## src/tpm_regs.vh

```
// Purpose: constants for the test pattern, mirror and flip block
// Assumes: 8-bit registers at 16-bit addresses, 10-bit pixels
// Notes: definitions only
// Summary of operation
// - pattern control bit 7 turns test pattern output on or off.
// - mode field picks colour bars, random data, squares or black image.
// - bar style bits 3:2 pick standard or one of three darkening bar variants.
// - in square mode bit 4 picks colour squares or black-white squares.
// - bit 5 blends the pattern transparently with sensor data.
// - bit 6 overlays an inverted band moving down one step per frame.
// - fixed seed bit restarts the generator from the seed each frame.
// - random generator seed comes from the four-bit seed field.
// - mirror reverses pixel order in a row, flip reverses row order.
// - mirror and flip may be requested from pins or from registers.
// - mirror field bits 2:1, 00 off and 11 on; other codes forbidden.
// - flip field bits 2:1, 00 off and 11 on; other codes forbidden.
// - mirror pin low leaves mirror off, high turns it on.
// - flip pin low leaves flip off, high turns it on.
`ifndef TPM_REGS_VH
`define TPM_REGS_VH

// ==========================================================
// register addresses
`define TPM_ADDR_FLIP 16'h3820
`define TPM_ADDR_MIRROR 16'h3821
`define TPM_ADDR_PATTERN 16'h5080
`define TPM_ADDR_RANDOM 16'h5081

// ==========================================================
// reset values
`define TPM_RST_FLIP 8'h00
`define TPM_RST_MIRROR 8'h00
`define TPM_RST_PATTERN 8'h00
`define TPM_RST_RANDOM 8'h41

// ==========================================================
// field positions
`define TPM_FLD_ENABLE 7
`define TPM_FLD_BAND 6
`define TPM_FLD_SEE 5
`define TPM_FLD_SQKIND 4
`define TPM_FLD_STYLE_HI 3
`define TPM_FLD_STYLE_LO 2
`define TPM_FLD_MODE_HI 1
`define TPM_FLD_MODE_LO 0
`define TPM_FLD_FIXSEED 4
`define TPM_FLD_SEED_HI 3
`define TPM_FLD_SEED_LO 0
`define TPM_FLD_MF_HI 2
`define TPM_FLD_MF_LO 1

// ==========================================================
// encodings
`define TPM_MODE_BARS 2'h0
`define TPM_MODE_RANDOM 2'h1
`define TPM_MODE_SQUARES 2'h2
`define TPM_MODE_BLACK 2'h3
`define TPM_STYLE_STD 2'h0
`define TPM_STYLE_TOPBOT 2'h1
`define TPM_STYLE_RIGHTLEFT 2'h2
`define TPM_STYLE_BOTTOP 2'h3
`define TPM_MF_ON 2'h3

// ==========================================================
// geometry and timing counts
`define TPM_LAST_COL 10'h029F
`define TPM_LAST_ROW 10'h01EB
`define TPM_BAR_LAST 7'h53
`define TPM_PIX_FULL 10'h03FF
`define TPM_BAND_STEP 10'h0004
`define TPM_BAND_LAST 10'h001F

`endif

```

## src/tpm_rng.v

```verilog
// Purpose: 16-bit pseudo random source for the random pattern
// Assumes: load has priority over step
// Notes: seed nibble is widened with a fixed nonzero tail so state never sticks at zero
`timescale 1ns/1ns
module tpm_rng (
    input wire mclk_i,
    input wire reset_n_i,
    input wire load_i,
    input wire [3:0] seed_i,
    input wire step_i,
    output wire [9:0] value_o
);
    reg [15:0] state_r;
    reg [15:0] state_nxt;
    wire feedback;

    // taps 16,14,13,11 give a maximal length sequence
    assign feedback = state_r[15] ^ state_r[13] ^ state_r[12] ^ state_r[10];

    always @* begin
        state_nxt = state_r;
        if (load_i) begin
            state_nxt = {seed_i, 12'hA51};
        end else if (step_i) begin
            state_nxt = {state_r[14:0], feedback};
        end
    end

    always @(posedge mclk_i or negedge reset_n_i) begin
        if (!reset_n_i) begin
            state_r <= 16'h0001;
        end else begin
            state_r <= state_nxt;
        end
    end

    // shows the state being entered, so a frame's first pixel already carries the reloaded seed
    assign value_o = state_nxt[9:0];
endmodule // tpm_rng

```

## src/tpm_sync.v

```verilog
// Purpose: two-flop synchroniser for asynchronous pins
// Assumes: each bit is an independent level
// Notes: first stage feeds only the second stage
`timescale 1ns/1ns
module tpm_sync #(
    parameter WIDTH = 2
) (
    input wire mclk_i,
    input wire reset_n_i,
    input wire [WIDTH-1:0] async_i,
    output wire [WIDTH-1:0] sync_o
);
    // ==========================================================
    // per-bit two stage chain
    genvar g;
    generate
        for (g = 0; g < WIDTH; g = g + 1) begin : g_bit
            reg meta_r;
            reg stable_r;
            always @(posedge mclk_i or negedge reset_n_i) begin
                if (!reset_n_i) begin
                    meta_r <= 1'b0;
                    stable_r <= 1'b0;
                end else begin
                    meta_r <= async_i[g];
                    stable_r <= meta_r;
                end
            end
            assign sync_o[g] = stable_r;
        end
    endgenerate
endmodule // tpm_sync

```

## src/tpm_top.v

```verilog
// Purpose: test pattern generator with mirror and flip mode resolution
// Assumes: stream inputs are on mclk_i; sof/sol pulse with the first pixel of a frame/line
// Notes: mirror/flip outputs steer the read-out address logic of the array
`timescale 1ns/1ns
`include "tpm_regs.vh"
module tpm_top (
    input wire mclk_i,
    input wire reset_n_i,
    input wire [15:0] reg_addr_i,
    input wire reg_wr_i,
    input wire [7:0] reg_wdata_i,
    input wire reg_rd_i,
    output reg [7:0] reg_rdata_o,
    input wire mirror_request_pin_i,
    input wire vertical_invert_pad_i,
    input wire pix_valid_i,
    input wire pix_sof_i,
    input wire pix_sol_i,
    input wire [9:0] pix_data_i,
    output reg pix_valid_o,
    output reg pix_sof_o,
    output reg pix_sol_o,
    output reg [9:0] pix_data_o,
    output reg mirror_o,
    output reg flip_o
);
    // ==========================================================
    // registers
    reg [7:0] flip_control_r;
    reg [7:0] mirror_control_r;
    reg [7:0] pattern_control_r;
    reg [7:0] random_pattern_control_r;
    reg [7:0] rdata_nxt;

    always @(posedge mclk_i or negedge reset_n_i) begin
        if (!reset_n_i) begin
            flip_control_r <= `TPM_RST_FLIP;
            mirror_control_r <= `TPM_RST_MIRROR;
            pattern_control_r <= `TPM_RST_PATTERN;
            random_pattern_control_r <= `TPM_RST_RANDOM;
        end else if (reg_wr_i) begin
            case (reg_addr_i)
                `TPM_ADDR_FLIP: flip_control_r <= reg_wdata_i;
                `TPM_ADDR_MIRROR: mirror_control_r <= reg_wdata_i;
                `TPM_ADDR_PATTERN: pattern_control_r <= reg_wdata_i;
                `TPM_ADDR_RANDOM: random_pattern_control_r <= reg_wdata_i;
                default: begin
                end
            endcase
        end
    end

    // unmapped addresses read zero
    always @* begin
        case (reg_addr_i)
            `TPM_ADDR_FLIP: rdata_nxt = flip_control_r;
            `TPM_ADDR_MIRROR: rdata_nxt = mirror_control_r;
            `TPM_ADDR_PATTERN: rdata_nxt = pattern_control_r;
            `TPM_ADDR_RANDOM: rdata_nxt = random_pattern_control_r;
            default: rdata_nxt = 8'h00;
        endcase
    end

    always @(posedge mclk_i or negedge reset_n_i) begin
        if (!reset_n_i) begin
            reg_rdata_o <= 8'h00;
        end else if (reg_rd_i) begin
            reg_rdata_o <= rdata_nxt;
        end
    end

    // ==========================================================
    // mirror and flip resolution
    wire [1:0] pins_sync;
    wire mirror_req;
    wire flip_req;
    reg first_pixel_r;

    tpm_sync #(
        .WIDTH(2)
    ) u_sync (
        .mclk_i(mclk_i),
        .reset_n_i(reset_n_i),
        .async_i({vertical_invert_pad_i, mirror_request_pin_i}),
        .sync_o(pins_sync)
    );

    // forbidden codes 01/10 count as off, so a stray write cannot half-enable
    assign mirror_req = pins_sync[0] |
        (mirror_control_r[`TPM_FLD_MF_HI:`TPM_FLD_MF_LO] == `TPM_MF_ON);
    assign flip_req = pins_sync[1] |
        (flip_control_r[`TPM_FLD_MF_HI:`TPM_FLD_MF_LO] == `TPM_MF_ON);

    wire frame_start;
    assign frame_start = pix_valid_i & pix_sof_i;

    // applied only between frames so one frame never mixes two read-out orders
    always @(posedge mclk_i or negedge reset_n_i) begin
        if (!reset_n_i) begin
            mirror_o <= 1'b0;
            flip_o <= 1'b0;
            first_pixel_r <= 1'b1;
        end else begin
            first_pixel_r <= 1'b0;
            if (frame_start | first_pixel_r) begin
                mirror_o <= mirror_req;
                flip_o <= flip_req;
            end
        end
    end

    // ==========================================================
    // frame shadow of pattern settings
    reg [7:0] pat_sh_r;
    reg [9:0] band_top_r;
    reg frames_seen_r;

    wire [9:0] band_top_step;
    assign band_top_step = band_top_r + `TPM_BAND_STEP;

    always @(posedge mclk_i or negedge reset_n_i) begin
        if (!reset_n_i) begin
            pat_sh_r <= `TPM_RST_PATTERN;
            band_top_r <= 10'h0000;
            frames_seen_r <= 1'b0;
        end else if (frame_start) begin
            pat_sh_r <= pattern_control_r;
            frames_seen_r <= 1'b1;
            // band walks down each frame and wraps back to the top
            if (!pattern_control_r[`TPM_FLD_BAND]) begin
                band_top_r <= 10'h0000;
            end else if (band_top_step > `TPM_LAST_ROW) begin
                band_top_r <= 10'h0000;
            end else if (frames_seen_r) begin
                band_top_r <= band_top_step;
            end
        end
    end

    wire pat_en;
    wire band_en;
    wire see_en;
    wire sq_bw;
    wire [1:0] style;
    wire [1:0] mode;
    assign pat_en = pat_sh_r[`TPM_FLD_ENABLE];
    assign band_en = pat_sh_r[`TPM_FLD_BAND];
    assign see_en = pat_sh_r[`TPM_FLD_SEE];
    assign sq_bw = pat_sh_r[`TPM_FLD_SQKIND];
    assign style = pat_sh_r[`TPM_FLD_STYLE_HI:`TPM_FLD_STYLE_LO];
    assign mode = pat_sh_r[`TPM_FLD_MODE_HI:`TPM_FLD_MODE_LO];

    // ==========================================================
    // pixel position tracking
    reg [9:0] col_r;
    reg [9:0] row_r;
    reg [6:0] bar_cnt_r;
    reg [2:0] bar_idx_r;
    reg [9:0] cur_col;
    reg [9:0] cur_row;
    reg [6:0] cur_bar_cnt;
    reg [2:0] cur_bar;

    always @* begin
        cur_col = pix_sol_i ? 10'h0000 : col_r;
        cur_row = pix_sof_i ? 10'h0000 : (pix_sol_i ? row_r + 10'h0001 : row_r);
        cur_bar_cnt = pix_sol_i ? 7'h00 : bar_cnt_r;
        cur_bar = pix_sol_i ? 3'h0 : bar_idx_r;
    end

    always @(posedge mclk_i or negedge reset_n_i) begin
        if (!reset_n_i) begin
            col_r <= 10'h0000;
            row_r <= 10'h0000;
            bar_cnt_r <= 7'h00;
            bar_idx_r <= 3'h0;
        end else if (pix_valid_i) begin
            col_r <= cur_col + 10'h0001;
            row_r <= cur_row;
            if (cur_bar_cnt == `TPM_BAR_LAST) begin
                bar_cnt_r <= 7'h00;
                bar_idx_r <= cur_bar + 3'h1;
            end else begin
                bar_cnt_r <= cur_bar_cnt + 7'h01;
                bar_idx_r <= cur_bar;
            end
        end
    end

    // ==========================================================
    // random source
    wire [9:0] rnd_value;
    wire rnd_load;
    // fixed seed restarts each frame; free-running otherwise after the first load
    assign rnd_load = frame_start &
        (random_pattern_control_r[`TPM_FLD_FIXSEED] | !frames_seen_r);

    tpm_rng u_rng (
        .mclk_i(mclk_i),
        .reset_n_i(reset_n_i),
        .load_i(rnd_load),
        .seed_i(random_pattern_control_r[`TPM_FLD_SEED_HI:`TPM_FLD_SEED_LO]),
        .step_i(pix_valid_i),
        .value_o(rnd_value)
    );

    // ==========================================================
    // pattern value
    reg [2:0] colour_idx;
    reg chan_on;
    reg [9:0] level;
    reg [9:0] pat_val;
    reg [9:0] out_val;
    reg [10:0] blend_sum;
    reg in_band;

    always @*begin
        colour_idx = cur_bar;
        level = `TPM_PIX_FULL;
        chan_on = 1'b0;
        pat_val = 10'h0000;
        blend_sum = 11'h000;
        in_band = 1'b0;
        out_val = pix_data_i;
        // darkening slope per bar style
        case (style)
            `TPM_STYLE_STD: level = `TPM_PIX_FULL;
            `TPM_STYLE_TOPBOT: level = `TPM_PIX_FULL - cur_row;
            `TPM_STYLE_RIGHTLEFT: level = `TPM_PIX_FULL - (`TPM_LAST_COL - cur_col);
            `TPM_STYLE_BOTTOP: level = `TPM_PIX_FULL - (`TPM_LAST_ROW - cur_row);
            default: level = `TPM_PIX_FULL;
        endcase
        if (mode == `TPM_MODE_SQUARES) begin
            // 16x16 cells
            colour_idx = {cur_row[5], cur_col[5], cur_row[4] ^ cur_col[4]};
            level = `TPM_PIX_FULL;
        end
        // bayer site: even rows B G, odd rows G R; idx bits map to ~g,~r,~b
        if (!cur_row[0]) begin
            chan_on = cur_col[0] ? !colour_idx[2] : !colour_idx[0];
        end else begin
            chan_on = cur_col[0] ? !colour_idx[1] : !colour_idx[2];
        end
        case (mode)
            `TPM_MODE_BARS: pat_val = chan_on ? level : 10'h0000;
            `TPM_MODE_RANDOM: pat_val = rnd_value;
            `TPM_MODE_SQUARES: begin
                if (sq_bw) begin
                    pat_val = (cur_row[4] ^ cur_col[4]) ? `TPM_PIX_FULL : 10'h0000;
                end else begin
                    pat_val = chan_on ? `TPM_PIX_FULL : 10'h0000;
                end
            end
            `TPM_MODE_BLACK: pat_val = 10'h0000;
            default: pat_val = 10'h0000;
        endcase
        in_band = band_en && (cur_row >= band_top_r) && (cur_row <= band_top_r + `TPM_BAND_LAST);
        if (in_band) begin
            pat_val = ~pat_val;
        end
        if (see_en) begin
            // averaging keeps the scene visible behind the pattern
            blend_sum = {1'b0, pat_val} + {1'b0, pix_data_i};
            pat_val = blend_sum[10:1];
        end
        if (pat_en) begin
            out_val = pat_val;
        end else begin
            out_val = pix_data_i;
        end
    end

    // ==========================================================
    // output stage
    // the frame's first pixel sees the new shadow only a cycle late, so gate it with the live enable
    // bit as well as the old shadow enable; its other pattern fields still come from the old shadow
    reg [9:0] first_val;
    always @* begin
        first_val = pattern_control_r[`TPM_FLD_ENABLE] ? out_val : pix_data_i;
    end

    always @(posedge mclk_i or negedge reset_n_i) begin
        if (!reset_n_i) begin
            pix_valid_o <= 1'b0;
            pix_sof_o <= 1'b0;
            pix_sol_o <= 1'b0;
            pix_data_o <= 10'h0000;
        end else begin
            pix_valid_o <= pix_valid_i;
            pix_sof_o <= pix_valid_i & pix_sof_i;
            pix_sol_o <= pix_valid_i & pix_sol_i;
            if (pix_valid_i) begin
                pix_data_o <= frame_start ? first_val : out_val;
            end
        end
    end
endmodule // tpm_top

```

## config.mk

```make
export PLATFORM = sky130hd
export DESIGN_NAME = tpm_top
export DESIGN_NICKNAME = d
export VERILOG_FILES = /design/src/tpm_rng.v /design/src/tpm_sync.v /design/src/tpm_top.v
export VERILOG_INCLUDE_DIRS = /design/src
export SDC_FILE = /design/constraint.sdc
export NUM_CORES = 1
export LEC_CHECK = 0
export BUFFER_PORTS_ARGS = -buffer_cell sky130_fd_sc_hd__buf_2
export CAP_MARGIN = 0
export CORE_ASPECT_RATIO = 1.75
export CORE_MARGIN = 10
export CORE_UTILIZATION = 40
export CTS_BUF_LIST = sky130_fd_sc_hd__clkbuf_2 sky130_fd_sc_hd__clkbuf_4 sky130_fd_sc_hd__clkbuf_8
export DETAILED_ROUTE_END_ITERATION = 6
export PLACE_DENSITY = 0.62
export REMOVE_ABC_BUFFERS = 1
export SYNTH_ARGS = -nofsm -noshare
export SYNTH_HDL_FRONTEND = slang
export SYNTH_SLANG_ARGS = --single-unit
```

## constraint.sdc

```tcl
create_clock -name mclk_i -period 6.65 [get_ports mclk_i]
set_clock_uncertainty 0.15 [all_clocks]
set_input_delay 1.33 -clock mclk_i [delete_from_list [all_inputs] [get_ports mclk_i]]
set_output_delay 1.33 -clock mclk_i [all_outputs]
set_load 0.05 [all_outputs]
```

======== Yosys cells after proc, flatten, opt, wreduce, memory -nomap -nowiden ========
Cells that the tools add are included.
operators by class
  add/sub/neg operators ................... 12
  order comparisons ....................... 3
  equality and inequality tests ........... 14
  muxes and demuxes ....................... 28
  bitwise gates (word level) .............. 12
  reductions and logical operators ........ 14
operator list
  operator                                             count
  2-to-1 mux 10 bit                                    15
  one-hot mux 10 bit (4 select lines)                  2
  subtractor 10 bit, first input constant              4
  == test 16 x 14 -> 1 bit, second input constant      2
  == test 16 x 15 -> 1 bit, second input constant      2
  2-to-1 mux 16 bit                                    2
  one-hot mux 8 bit (4 select lines)                   1
  adder 10 x 1 -> 10 bit, second input constant        2
  2-to-1 mux 7 bit                                     2
  == test 2 bit, second input constant                 6
  adder 10 x 10 -> 11 bit                              1
  adder 10 x 3 -> 10 bit, second input constant        1
  adder 10 x 5 -> 10 bit, second input constant        1
  >= comparator 10 bit                                 1
  > comparator 10 x 9 -> 1 bit, second input constant  1
  <= comparator 10 bit                                 1
  inverter 10 bit                                      1
  AND reduction 2 bit                                  5
  subtractor 9 x 10 -> 10 bit, first input constant    1
  2-to-1 mux 3 bit                                     3
  adder 7 x 1 -> 7 bit, second input constant          1
  == test 7 bit, second input constant                 1
  == test 2 x 1 -> 1 bit, second input constant        2
  logical NOT 1 bit                                    4
  9 further kinds                                      21
storage, ports and cells
  bits in registers ....................... 125
  output and inout bits ................... 23
  word-level logic and storage cells ...... 108

======== Logic depth before layout (Yosys ltp) ========
Gate-level depths: netlist (run 1).
  word-level depth ........................ 18
  mapped depth ............................ 24
  gate-level depth less buffers ........... 23

======== By module ========
Synthesis (run 1) repeated with hierarchy kept, for this count alone.
unflattened totals
  cells, all modules ...................... 806
  area, all modules ....................... 7,689.9 µm²
modules (own cells, without submodules)
  module    times used  cells an instance  area an instance (µm²)  seq. area each (µm²)
  tpm_top   1           730                6,779.0                 2,581.2
  tpm_rng   1           70                 795.8                   401.6
  tpm_sync  1           6                  115.1                   100.1

======== Least setup slack after synthesis (run 1) ========
No wires, ideal clock.
  path kind ............................... input to register
  start ................................... input pix_sol_i
  end ..................................... register pix_data_o[7]
  data arrival time ....................... 5.394 ns
  required time ........................... 6.377 ns
  slack ................................... 0.983 ns
  stages .................................. 21
  path buffers ............................ 1
  cells stage by stage .................... nand4_2 or4_1 a21oi_1 ha_1 o21ai_0 a32oi_1 a221oi_2 buf_2 xnor2_1 and2_1 fa_1 a21o_1 a21oi_1 o21bai_1 a21oi_1 o21bai_1 a21oi_1 xnor2_1 nor2_1 a211oi_1 nor2_1
RTL lines
  what                                   RTL line       RTL
  start, declared                        tpm_top.v:18   input wire pix_sol_i,
  2-to-1 mux 10 bit * (2 in a row)       tpm_top.v:166  cur_row = pix_sof_i ? 10'h0000 : (pix_sol_i ? row_r + 10'h0001 : row_r);
  via cur_row[8]                         tpm_top.v:160  reg [9:0] cur_row;
  subtractor 9 x 10 -> 10 bit (no line)  n/a
  subtractor 10 bit (no line)            n/a
  one-hot mux 10 bit (4 select lines)    tpm_top.v:226  case (style)
  2-to-1 mux 10 bit                      tpm_top.v:245  `TPM_MODE_BARS: pat_val = chan_on ? level : 10'h0000;
  one-hot mux 10 bit (4 select lines)    tpm_top.v:244  case (mode)
  inverter 10 bit                        tpm_top.v:259  pat_val = ~pat_val;
  2-to-1 mux 10 bit *                    tpm_top.v:258  if (in_band) begin
  adder 10 x 10 -> 11 bit                tpm_top.v:263  blend_sum = {1'b0, pat_val} + {1'b0, pix_data_i};
  2-to-1 mux 10 bit *                    tpm_top.v:261  if (see_en) begin
  2-to-1 mux 10 bit *                    tpm_top.v:266  if (pat_en) begin
  2-to-1 mux 10 bit                      tpm_top.v:279  first_val = pattern_control_r[`TPM_FLD_ENABLE] ? out_val : pix_data_i;
  2-to-1 mux 10 bit *                    tpm_top.v:293  pix_data_o <= frame_start ? first_val : out_val;
  end signal, assigned                   tpm_top.v:293
  end, declared                          tpm_top.v:23   output reg [9:0] pix_data_o,
The timed path passes the listed nets; every way through them passes the cells marked *.
A chain may end at the register's enable or synchronous reset.

======== Worst setup path after layout (run 1) ========
  start ................................... input pix_sol_i
  end ..................................... register pix_data_o[7]
RTL lines
  what                              RTL line       RTL
  2-to-1 mux 10 bit * (2 in a row)  tpm_top.v:166
  via cur_row[9]                    tpm_top.v:160
  >= comparator 10 bit              tpm_top.v:257  in_band = band_en && (cur_row >= band_top_r) && (cur_row <= band_top_r + `TPM_BAND_LAST);
  logical AND 1 bit                 tpm_top.v:257
  logical AND 1 bit *               tpm_top.v:257
  2-to-1 mux 10 bit *               tpm_top.v:258
  adder 10 x 10 -> 11 bit           tpm_top.v:263
  2-to-1 mux 10 bit *               tpm_top.v:261
  2-to-1 mux 10 bit *               tpm_top.v:266
  2-to-1 mux 10 bit                 tpm_top.v:279
  2-to-1 mux 10 bit *               tpm_top.v:293
Marks and branches as above.

==> results of run 1 <==
## per-stage QoR
step / setup WS (ns) / area, sq um
after floorplan: 0.639 / 7570
after global placement: 0.549 / 8290
after detailed placement: 0.400 / 8290
after CTS: 0.908 / 8650
after global routing: 0.356 / 8650
final: 0.854 / 8650
## critical path, delay by kind of cell
family / cells / cell delay (ns)
AOI/OAI and AO/OA: 10 / 1.96
xor gates and xnor gates: 3 / 0.55
adders and majority gates: 2 / 0.71
buffers and inverters: 2 / 0.33
and+or+nand+nor: 7 / 1.13
## synthesized netlist by cell type, drive strengths merged (9+ instances only)
cell	n
clkbuf	28
nor3	23
a31oi	12
a22o	9
o21ai	53
xnor2	31
ha	36
xor2	11
nor2	59
o22ai	26
inv	52
dfrtp	119
mux2	48
nand4	11
nor2b	10
mux2i	17
a221oi	13
a21oi	38
nand3	24
nand2	69
buf	10
## cell families after synthesis
| family | count (synthesis) | synth area share |
|---|---|---|
| AND/OR/NAND/NOR | 244 | 0.155 |
| AO/OA/AOI/OAI | 218 | 0.195 |
| flip-flops | 123 | 0.397 |
| buffers and inverters | 93 | 0.0512 |
| multiplexers | 65 | 0.0941 |
| XOR/XNOR | 42 | 0.0474 |
| adder cells (fa/ha/maj) | 37 | 0.0606 |
| other | 1 | 0.000483 |
## area by class of cell
class / count / share of cell area
well taps: 241 / 0.0349
flip-flops and latches: 123 / 0.357
clock buffers: 17 / 0.0271
multi-input cells: 607 / 0.496
repair buffers: 76 / 0.0475
clock inverters: 15 / 0.0146
inverters: 55 / 0.0239
## worst min-delay path by stage
| stage | cells past startpoint | startpoint | slack [ns] | to |
|---|---|---|---|---|
| after detailed placement | 0 | u_sync.g_bit[1].meta_r$_DFF_PN0_ | 0.18 | u_sync.g_bit[1].stable_r$_DFF_PN0_ |
| after floorplan | 0 | u_sync.g_bit[0].meta_r$_DFF_PN0_ | 0.18 | u_sync.g_bit[0].stable_r$_DFF_PN0_ |
| after global routing | 0 | u_sync.g_bit[0].meta_r$_DFF_PN0_ | 0.21 | u_sync.g_bit[0].stable_r$_DFF_PN0_ |
| final | 0 | u_sync.g_bit[1].meta_r$_DFF_PN0_ | 0.20 | u_sync.g_bit[1].stable_r$_DFF_PN0_ |
| after CTS | 0 | u_sync.g_bit[0].meta_r$_DFF_PN0_ | 0.20 | u_sync.g_bit[0].stable_r$_DFF_PN0_ |
| after global placement | 0 | u_sync.g_bit[1].meta_r$_DFF_PN0_ | 0.19 | u_sync.g_bit[1].stable_r$_DFF_PN0_ |
## power by group
part	leakage [nW]	internal, mW	switching (mW)
sequential	1.59	0.824	0.0556
clock	0.183	0.270	0.354
combinational	2.07	0.156	0.245
total	3.84	1.25	0.654
## state kept, by name (all words and copies together) (netlist names), 2 cells and up
register,cells
mirror_control_r,8
flip_control_r,8
pattern_control_r,8
col_r,10
bar_idx_r,3
u_rng.state_r,16
row_r,10
u_sync.g_bit.stable_r,2
reg_rdata_o,8
u_sync.g_bit.meta_r,2
band_top_r,8
pix_data_o,10
random_pattern_control_r,8
bar_cnt_r,7
pat_sh_r,8
## metal layers
metal  vias to the layer above  global-route usage
li1                       3111                   -
met1                      3025               0.165
met2                       127               0.289
met3                        48              0.0330
met4                         0              0.0846
met5                         -                   0
==> results.sh, run 1 <==
export IMPL_rsz0062_at_grt="false"
export IMPL_hpwlAfterDp_um=14800
export IMPL_fillers=1862
export IMPL_total_power_mw=1.90
export IMPL_drc=0
export IMPL_cts_tree="done"
export IMPL_hold_class="flip-flop to flip-flop"
export IMPL_final_setup_viol_count=0
export IMPL_period_share=0.872
export IMPL_ys_ff_latch=123
export IMPL_worstSetupStartpoint="pix_sol_i"
export IMPL_regArea_sq_mm=0.00308
export IMPL_ys_warn_count=0
export IMPL_hold_worst_slack_ns=0.202
export IMPL_ys_types=83
export IMPL_hold_viol_final=0
export IMPL_dpl_cell_count=1102
export IMPL_fin_util=0.452
export IMPL_syn_inst=823
export IMPL_postCtsSetupRepairBufs=0
export IMPL_cts_max_level=4
export IMPL_routed_top_layer="met4"
export IMPL_grt_pass1_wl_um=33400
export IMPL_synth_area_sq_mm=0.00777
export IMPL_cts_buffers_inserted=17
export IMPL_tightest_slew_ns=1.19
export IMPL_wl_met2_um=10500
export IMPL_drv_cap=0
export IMPL_timing_fmax_mhz=173
export IMPL_drive_gt1_frac=0.205
export IMPL_routedWlPerCell_um=17.6
export IMPL_hold_buffers=0
export IMPL_cts_resized=0
export IMPL_worst_r2r_endpoint="pix_data_o[7]$_DFFE_PN0P_"
export IMPL_worstPathCellList="buf_2, nand4_2, nor4_1, xnor2_1, nor2_1, ha_1, a21oi_1, nor2b_1, a2111oi_0, a221oi_2, buf_4, xnor2_1, and2_1, fa_1, a21o_1, a21oi_1, o21bai_1, a21oi_1, o21bai_1, a21oi_1, xnor2_1, nor2_1, a211oi_1, nor2_1"
export IMPL_num_io_pins=66
export IMPL_clockBufferDepth=2
export IMPL_fin_crit_ns=5.80
export IMPL_drt_met1_wl_um=8110
export IMPL_synth_area_leaders="dfrtp_1, mux2_2, ha_1"
export IMPL_p_leak_nw=3.84
export IMPL_cts_sink_count=123
export IMPL_slowest_delay_ns=0.46
export IMPL_cts_root_buf="clkbuf_8"
export IMPL_arrival_ns=6.00
export IMPL_synth_edff_count=0
export IMPL_outcome="finished, final reports clean"
export IMPL_dieHeight_um=204
export IMPL_cp_slowest_cell="nor4_1"
export IMPL_io_buffers=65
export IMPL_initial_core_util=0.406
export IMPL_synth_avg_cell_area_sq_um=9.44
export IMPL_yosysTopAreaCell="dfrtp_1"
export IMPL_die_x_um=125
export IMPL_synth_flop_cell="dfrtp_1"
export IMPL_first_pass_iters=5
export IMPL_cp_end_kind="flip-flop"
export IMPL_grt_pass1_vias=6684
export IMPL_reg2reg_slack_ns=1.37
export IMPL_reg2reg_depth=23
export IMPL_clk_latency_ns=0.46
export IMPL_vias_per_cell=5.57
export IMPL_fin_nets=960
export IMPL_required_ns=6.85
export IMPL_cp_max_fo=12
export IMPL_gr_usage_all_layers=0.158
export IMPL_core_area_sq_mm=0.0191
export IMPL_yosysSeqAreaShare=0.397
export IMPL_gp_congestion=0.883
export IMPL_rows=67
export IMPL_ir_worst_vdd_v=0.000136
export IMPL_area_growth_pct=11.3
export IMPL_dieArea_sq_mm=0.0256
export IMPL_antenna_found_initial=0
export IMPL_p_per_area_mw_per_mm2=220
export IMPL_num_antenna_cells=0
export IMPL_relSlewSlack=0.201
export IMPL_dr_total_vias=6311
export IMPL_startpoint_type="input pin"
export IMPL_final_common_cell="dfrtp_1"
export IMPL_multi_input_area_sq_mm=0.00429
export IMPL_crit_top_cell="a21oi_1"
export IMPL_synth_top_area_frac=0.383
export IMPL_path_class="input pin to flip-flop"
export IMPL_antenna_left=0
export IMPL_routed_wl_um=20000
export IMPL_async_flop_share=1.00
export IMPL_worstSetupEndpoint="pix_data_o[7]$_DFFE_PN0P_"
export IMPL_cts_clk_slew_worst_paths_ns=0.08
export IMPL_grt_max_degree=69
export IMPL_r2r_start="row_r[2]$_DFFE_PN0P_"
export IMPL_maxSlewViolCount=0
export IMPL_fin_tns_setup_ns=0
export IMPL_final_cell_mix="dfrtp_1, nand2_1, buf_2"
export IMPL_wl_met3_um=597
export IMPL_dr_first_iter_drc_count=340
export IMPL_grt_overflow=0
export IMPL_stdcell_count=1134
No activity file was read; power rests on OpenSTA's default activity.
==> run 2: changes to the inputs <==
- ABC_AREA: unset -> 1
==> run 2 against run 1 <==
Effect of this change: sequential share of layout area grew 0.088 points; global-route usage increased by 0.23 points; clock power increased by 12%; clock-buffer cell count did not move; combinational power down 23%; utilization rose by 0.77 points; first-iteration DRC count decreased by 6.8%; synthesized cell count up 24%; flip-flop and latch count stayed put; critical path type unchanged; highest routed layer unchanged.
==> results.sh, run 2 <==
export IMPL_dr_total_vias=6791
export IMPL_hold_buffers=0
export IMPL_synth_area_sq_mm=0.00766
export IMPL_outcome="finished, final reports clean"
export IMPL_timing_fmax_mhz=177
export IMPL_synth_top_area_frac=0.389
export IMPL_syn_inst=1024
export IMPL_cts_resized=0
export IMPL_cp_max_fo=10
export IMPL_maxSlewViolCount=0
export IMPL_synth_area_leaders="dfrtp_1, nand2_1, inv_1"
export IMPL_synth_avg_cell_area_sq_um=7.48
export IMPL_grt_overflow=0
export IMPL_synthTopCellsByCount="nand2_1, inv_1, dfrtp_1"
export IMPL_fin_nets=1168
export IMPL_ys_warn_count=0
export IMPL_hpwlAfterDp_um=15300
export IMPL_ys_ff_latch=123
export IMPL_final_setup_viol_count=0
export IMPL_routedWlPerCell_um=15.1
export IMPL_async_flop_share=1.00
export IMPL_die_x_um=125
export IMPL_synth_edff_count=0
export IMPL_dpl_cell_count=1307
export IMPL_grt_pass1_wl_um=33800
export IMPL_reg2reg_depth=33
export IMPL_grt_pass1_vias=6994
export IMPL_worstSetupEndpoint="pix_data_o[9]$_DFFE_PN0P_"
export IMPL_synth_flop_cell="dfrtp_1"
export IMPL_fin_crit_ns=5.64
export IMPL_cts_clk_slew_worst_paths_ns=0.10
export IMPL_initial_core_util=0.409
export IMPL_stdcell_count=1339
export IMPL_postCtsSetupRepairBufs=0
export IMPL_final_cell_mix="nand2_1, inv_1, dfrtp_1"
export IMPL_num_io_pins=66
export IMPL_fin_util=0.460
export IMPL_p_leak_nw=4.18
export IMPL_cts_max_level=4
export IMPL_hold_worst_slack_ns=0.209
export IMPL_crit_top_cell="nor2_1"
export IMPL_ys_types=47
export IMPL_hold_class="flip-flop to flip-flop"
export IMPL_startpoint_type="input pin"
export IMPL_cts_buffers_inserted=17
export IMPL_clk_latency_ns=0.46
export IMPL_tightest_slew_ns=0.912
export IMPL_rsz0062_at_grt="false"
export IMPL_gp_congestion=0.921
export IMPL_routed_wl_um=20200
export IMPL_cp_end_kind="flip-flop"
export IMPL_r2r_start="row_r[0]$_DFFE_PN0P_"
export IMPL_drc=0
export IMPL_drv_cap=0
export IMPL_rows=66
export IMPL_hold_viol_final=0
export IMPL_yosysSeqAreaShare=0.402
export IMPL_antenna_found_initial=0
export IMPL_clockBufferDepth=2
export IMPL_dpl_cell_area_sq_mm=0.00822
export IMPL_final_common_cell="nand2_1"
export IMPL_drive_gt1_frac=0.135
export IMPL_fillers=1938
export IMPL_p_per_area_mw_per_mm2=212
export IMPL_relSlewSlack=0.392
export IMPL_reg2reg_slack_ns=1.68
export IMPL_grt_max_degree=72
export IMPL_cts_tree="done"
export IMPL_io_buffers=65
export IMPL_gr_usage_all_layers=0.160
export IMPL_cts_sink_count=123
export IMPL_finish_instance_area_sq_mm=0.00863
export IMPL_first_pass_iters=5
export IMPL_slowest_delay_ns=0.42
export IMPL_worstSetupStartpoint="pix_sol_i"
export IMPL_cts_root_buf="clkbuf_8"
export IMPL_core_area_sq_mm=0.0187
export IMPL_yosysMostFrequentCell="nand2_1"
export IMPL_yosysTopAreaCell="dfrtp_1"
export IMPL_area_growth_pct=12.6
export IMPL_worst_r2r_endpoint="pix_data_o[9]$_DFFE_PN0P_"
export IMPL_period_share=0.849
export IMPL_antenna_left=0
export IMPL_dieArea_sq_mm=0.0253
export IMPL_ir_worst_vdd_v=0.000111
export IMPL_dieHeight_um=203
export IMPL_dr_first_iter_drc_count=317
export IMPL_largest_register_ff_count=16
export IMPL_num_antenna_cells=0
export IMPL_fin_tns_setup_ns=0
export IMPL_required_ns=6.86
export IMPL_vias_per_cell=5.07
export IMPL_cp_slowest_cell="fa_1"
export IMPL_top_register="u_rng.state_r"
export IMPL_path_class="input pin to flip-flop"
export IMPL_arrival_ns=5.85
[run 2: cell count changes after synthesis, moves of 16 or more]
cell / change
inv_1: +78
xnor2_1: -24
nand3_1: +44
o21ai_0: +47
mux2i_1: -16
nand2_1: +181
xor2_1: +17
o21ai_1: +20
mux2_2: -45
nor2_1: +16
[run 2: layout make-up]
type                            instances  area (sq um)  share of cell area
Timing Repair Buffer                   73           388              0.0450
Clock inverter                         15           171              0.0199
Clock buffer                           17           234              0.0271
Multi-Input combinational cell        731          3920               0.454
Inverter                              142           533              0.0618
Tap cell                              238           298              0.0345
Sequential cell                       123          3080               0.357
[run 2: cell families after synthesis]
| logic type | count (synthesis) | share of synthesized area |
|---|---|---|
| and+or+nand+nor | 440 | 0.249 |
| adders and majority gates | 37 | 0.0614 |
| DFF | 123 | 0.402 |
| AOI/OAI and AO/OA | 215 | 0.154 |
| buffers and inverters | 170 | 0.0862 |
| other | 1 | 0.000489 |
| xor gates and xnor gates | 37 | 0.0443 |
| muxes | 1 | 0.00147 |
[run 2: metal layers]
layer  share of wire  GRT usage  vias up
li1                -          -     3467
met1            0.39      0.167     3150
met2            0.54      0.302      134
met3           0.033     0.0290       40
met4           0.031     0.0739        0
met5               0          0        -
[run 2: how the worst min path moves through the flow]
stage | start | endpoint | cells after the start
after floorplan | u_sync.g_bit[0].meta_r$_DFF_PN0_ | u_sync.g_bit[0].stable_r$_DFF_PN0_ | 0
after CTS | u_sync.g_bit[0].meta_r$_DFF_PN0_ | u_sync.g_bit[0].stable_r$_DFF_PN0_ | 0
final | u_sync.g_bit[0].meta_r$_DFF_PN0_ | u_sync.g_bit[0].stable_r$_DFF_PN0_ | 0
after detailed placement | u_sync.g_bit[0].meta_r$_DFF_PN0_ | u_sync.g_bit[0].stable_r$_DFF_PN0_ | 0
after global placement | u_sync.g_bit[1].meta_r$_DFF_PN0_ | u_sync.g_bit[1].stable_r$_DFF_PN0_ | 0
after global routing | u_sync.g_bit[0].meta_r$_DFF_PN0_ | u_sync.g_bit[0].stable_r$_DFF_PN0_ | 0
[run 2: through the flow]
stage	setup slack, ns	total power [mW]
4_1_cts	0.988	1.86
2_1_floorplan	1.27	1.04
3_5_place_dp	0.521	1.15
3_3_place_gp	0.661	1.14
6_report	1.01	1.83
5_1_grt	0.442	1.93
[run 2: worst max-delay path, delay by kind of cell]
family,cells,cell delay [ns]
buf+inv,6,0.63
xor+xnor,2,0.38
fa+ha+maj,2,0.74
compound gates,8,1.24
simple gates,15,1.50
[run 2: where the power goes]
| group | total [mW] | internal, mW | switching (mW) |
|---|---|---|---|
| Clock | 0.701 | 0.318 | 0.383 |
| Sequential | 0.820 | 0.795 | 0.0251 |
| Combinational | 0.309 | 0.0968 | 0.212 |
| Total | 1.83 | 1.21 | 0.620 |
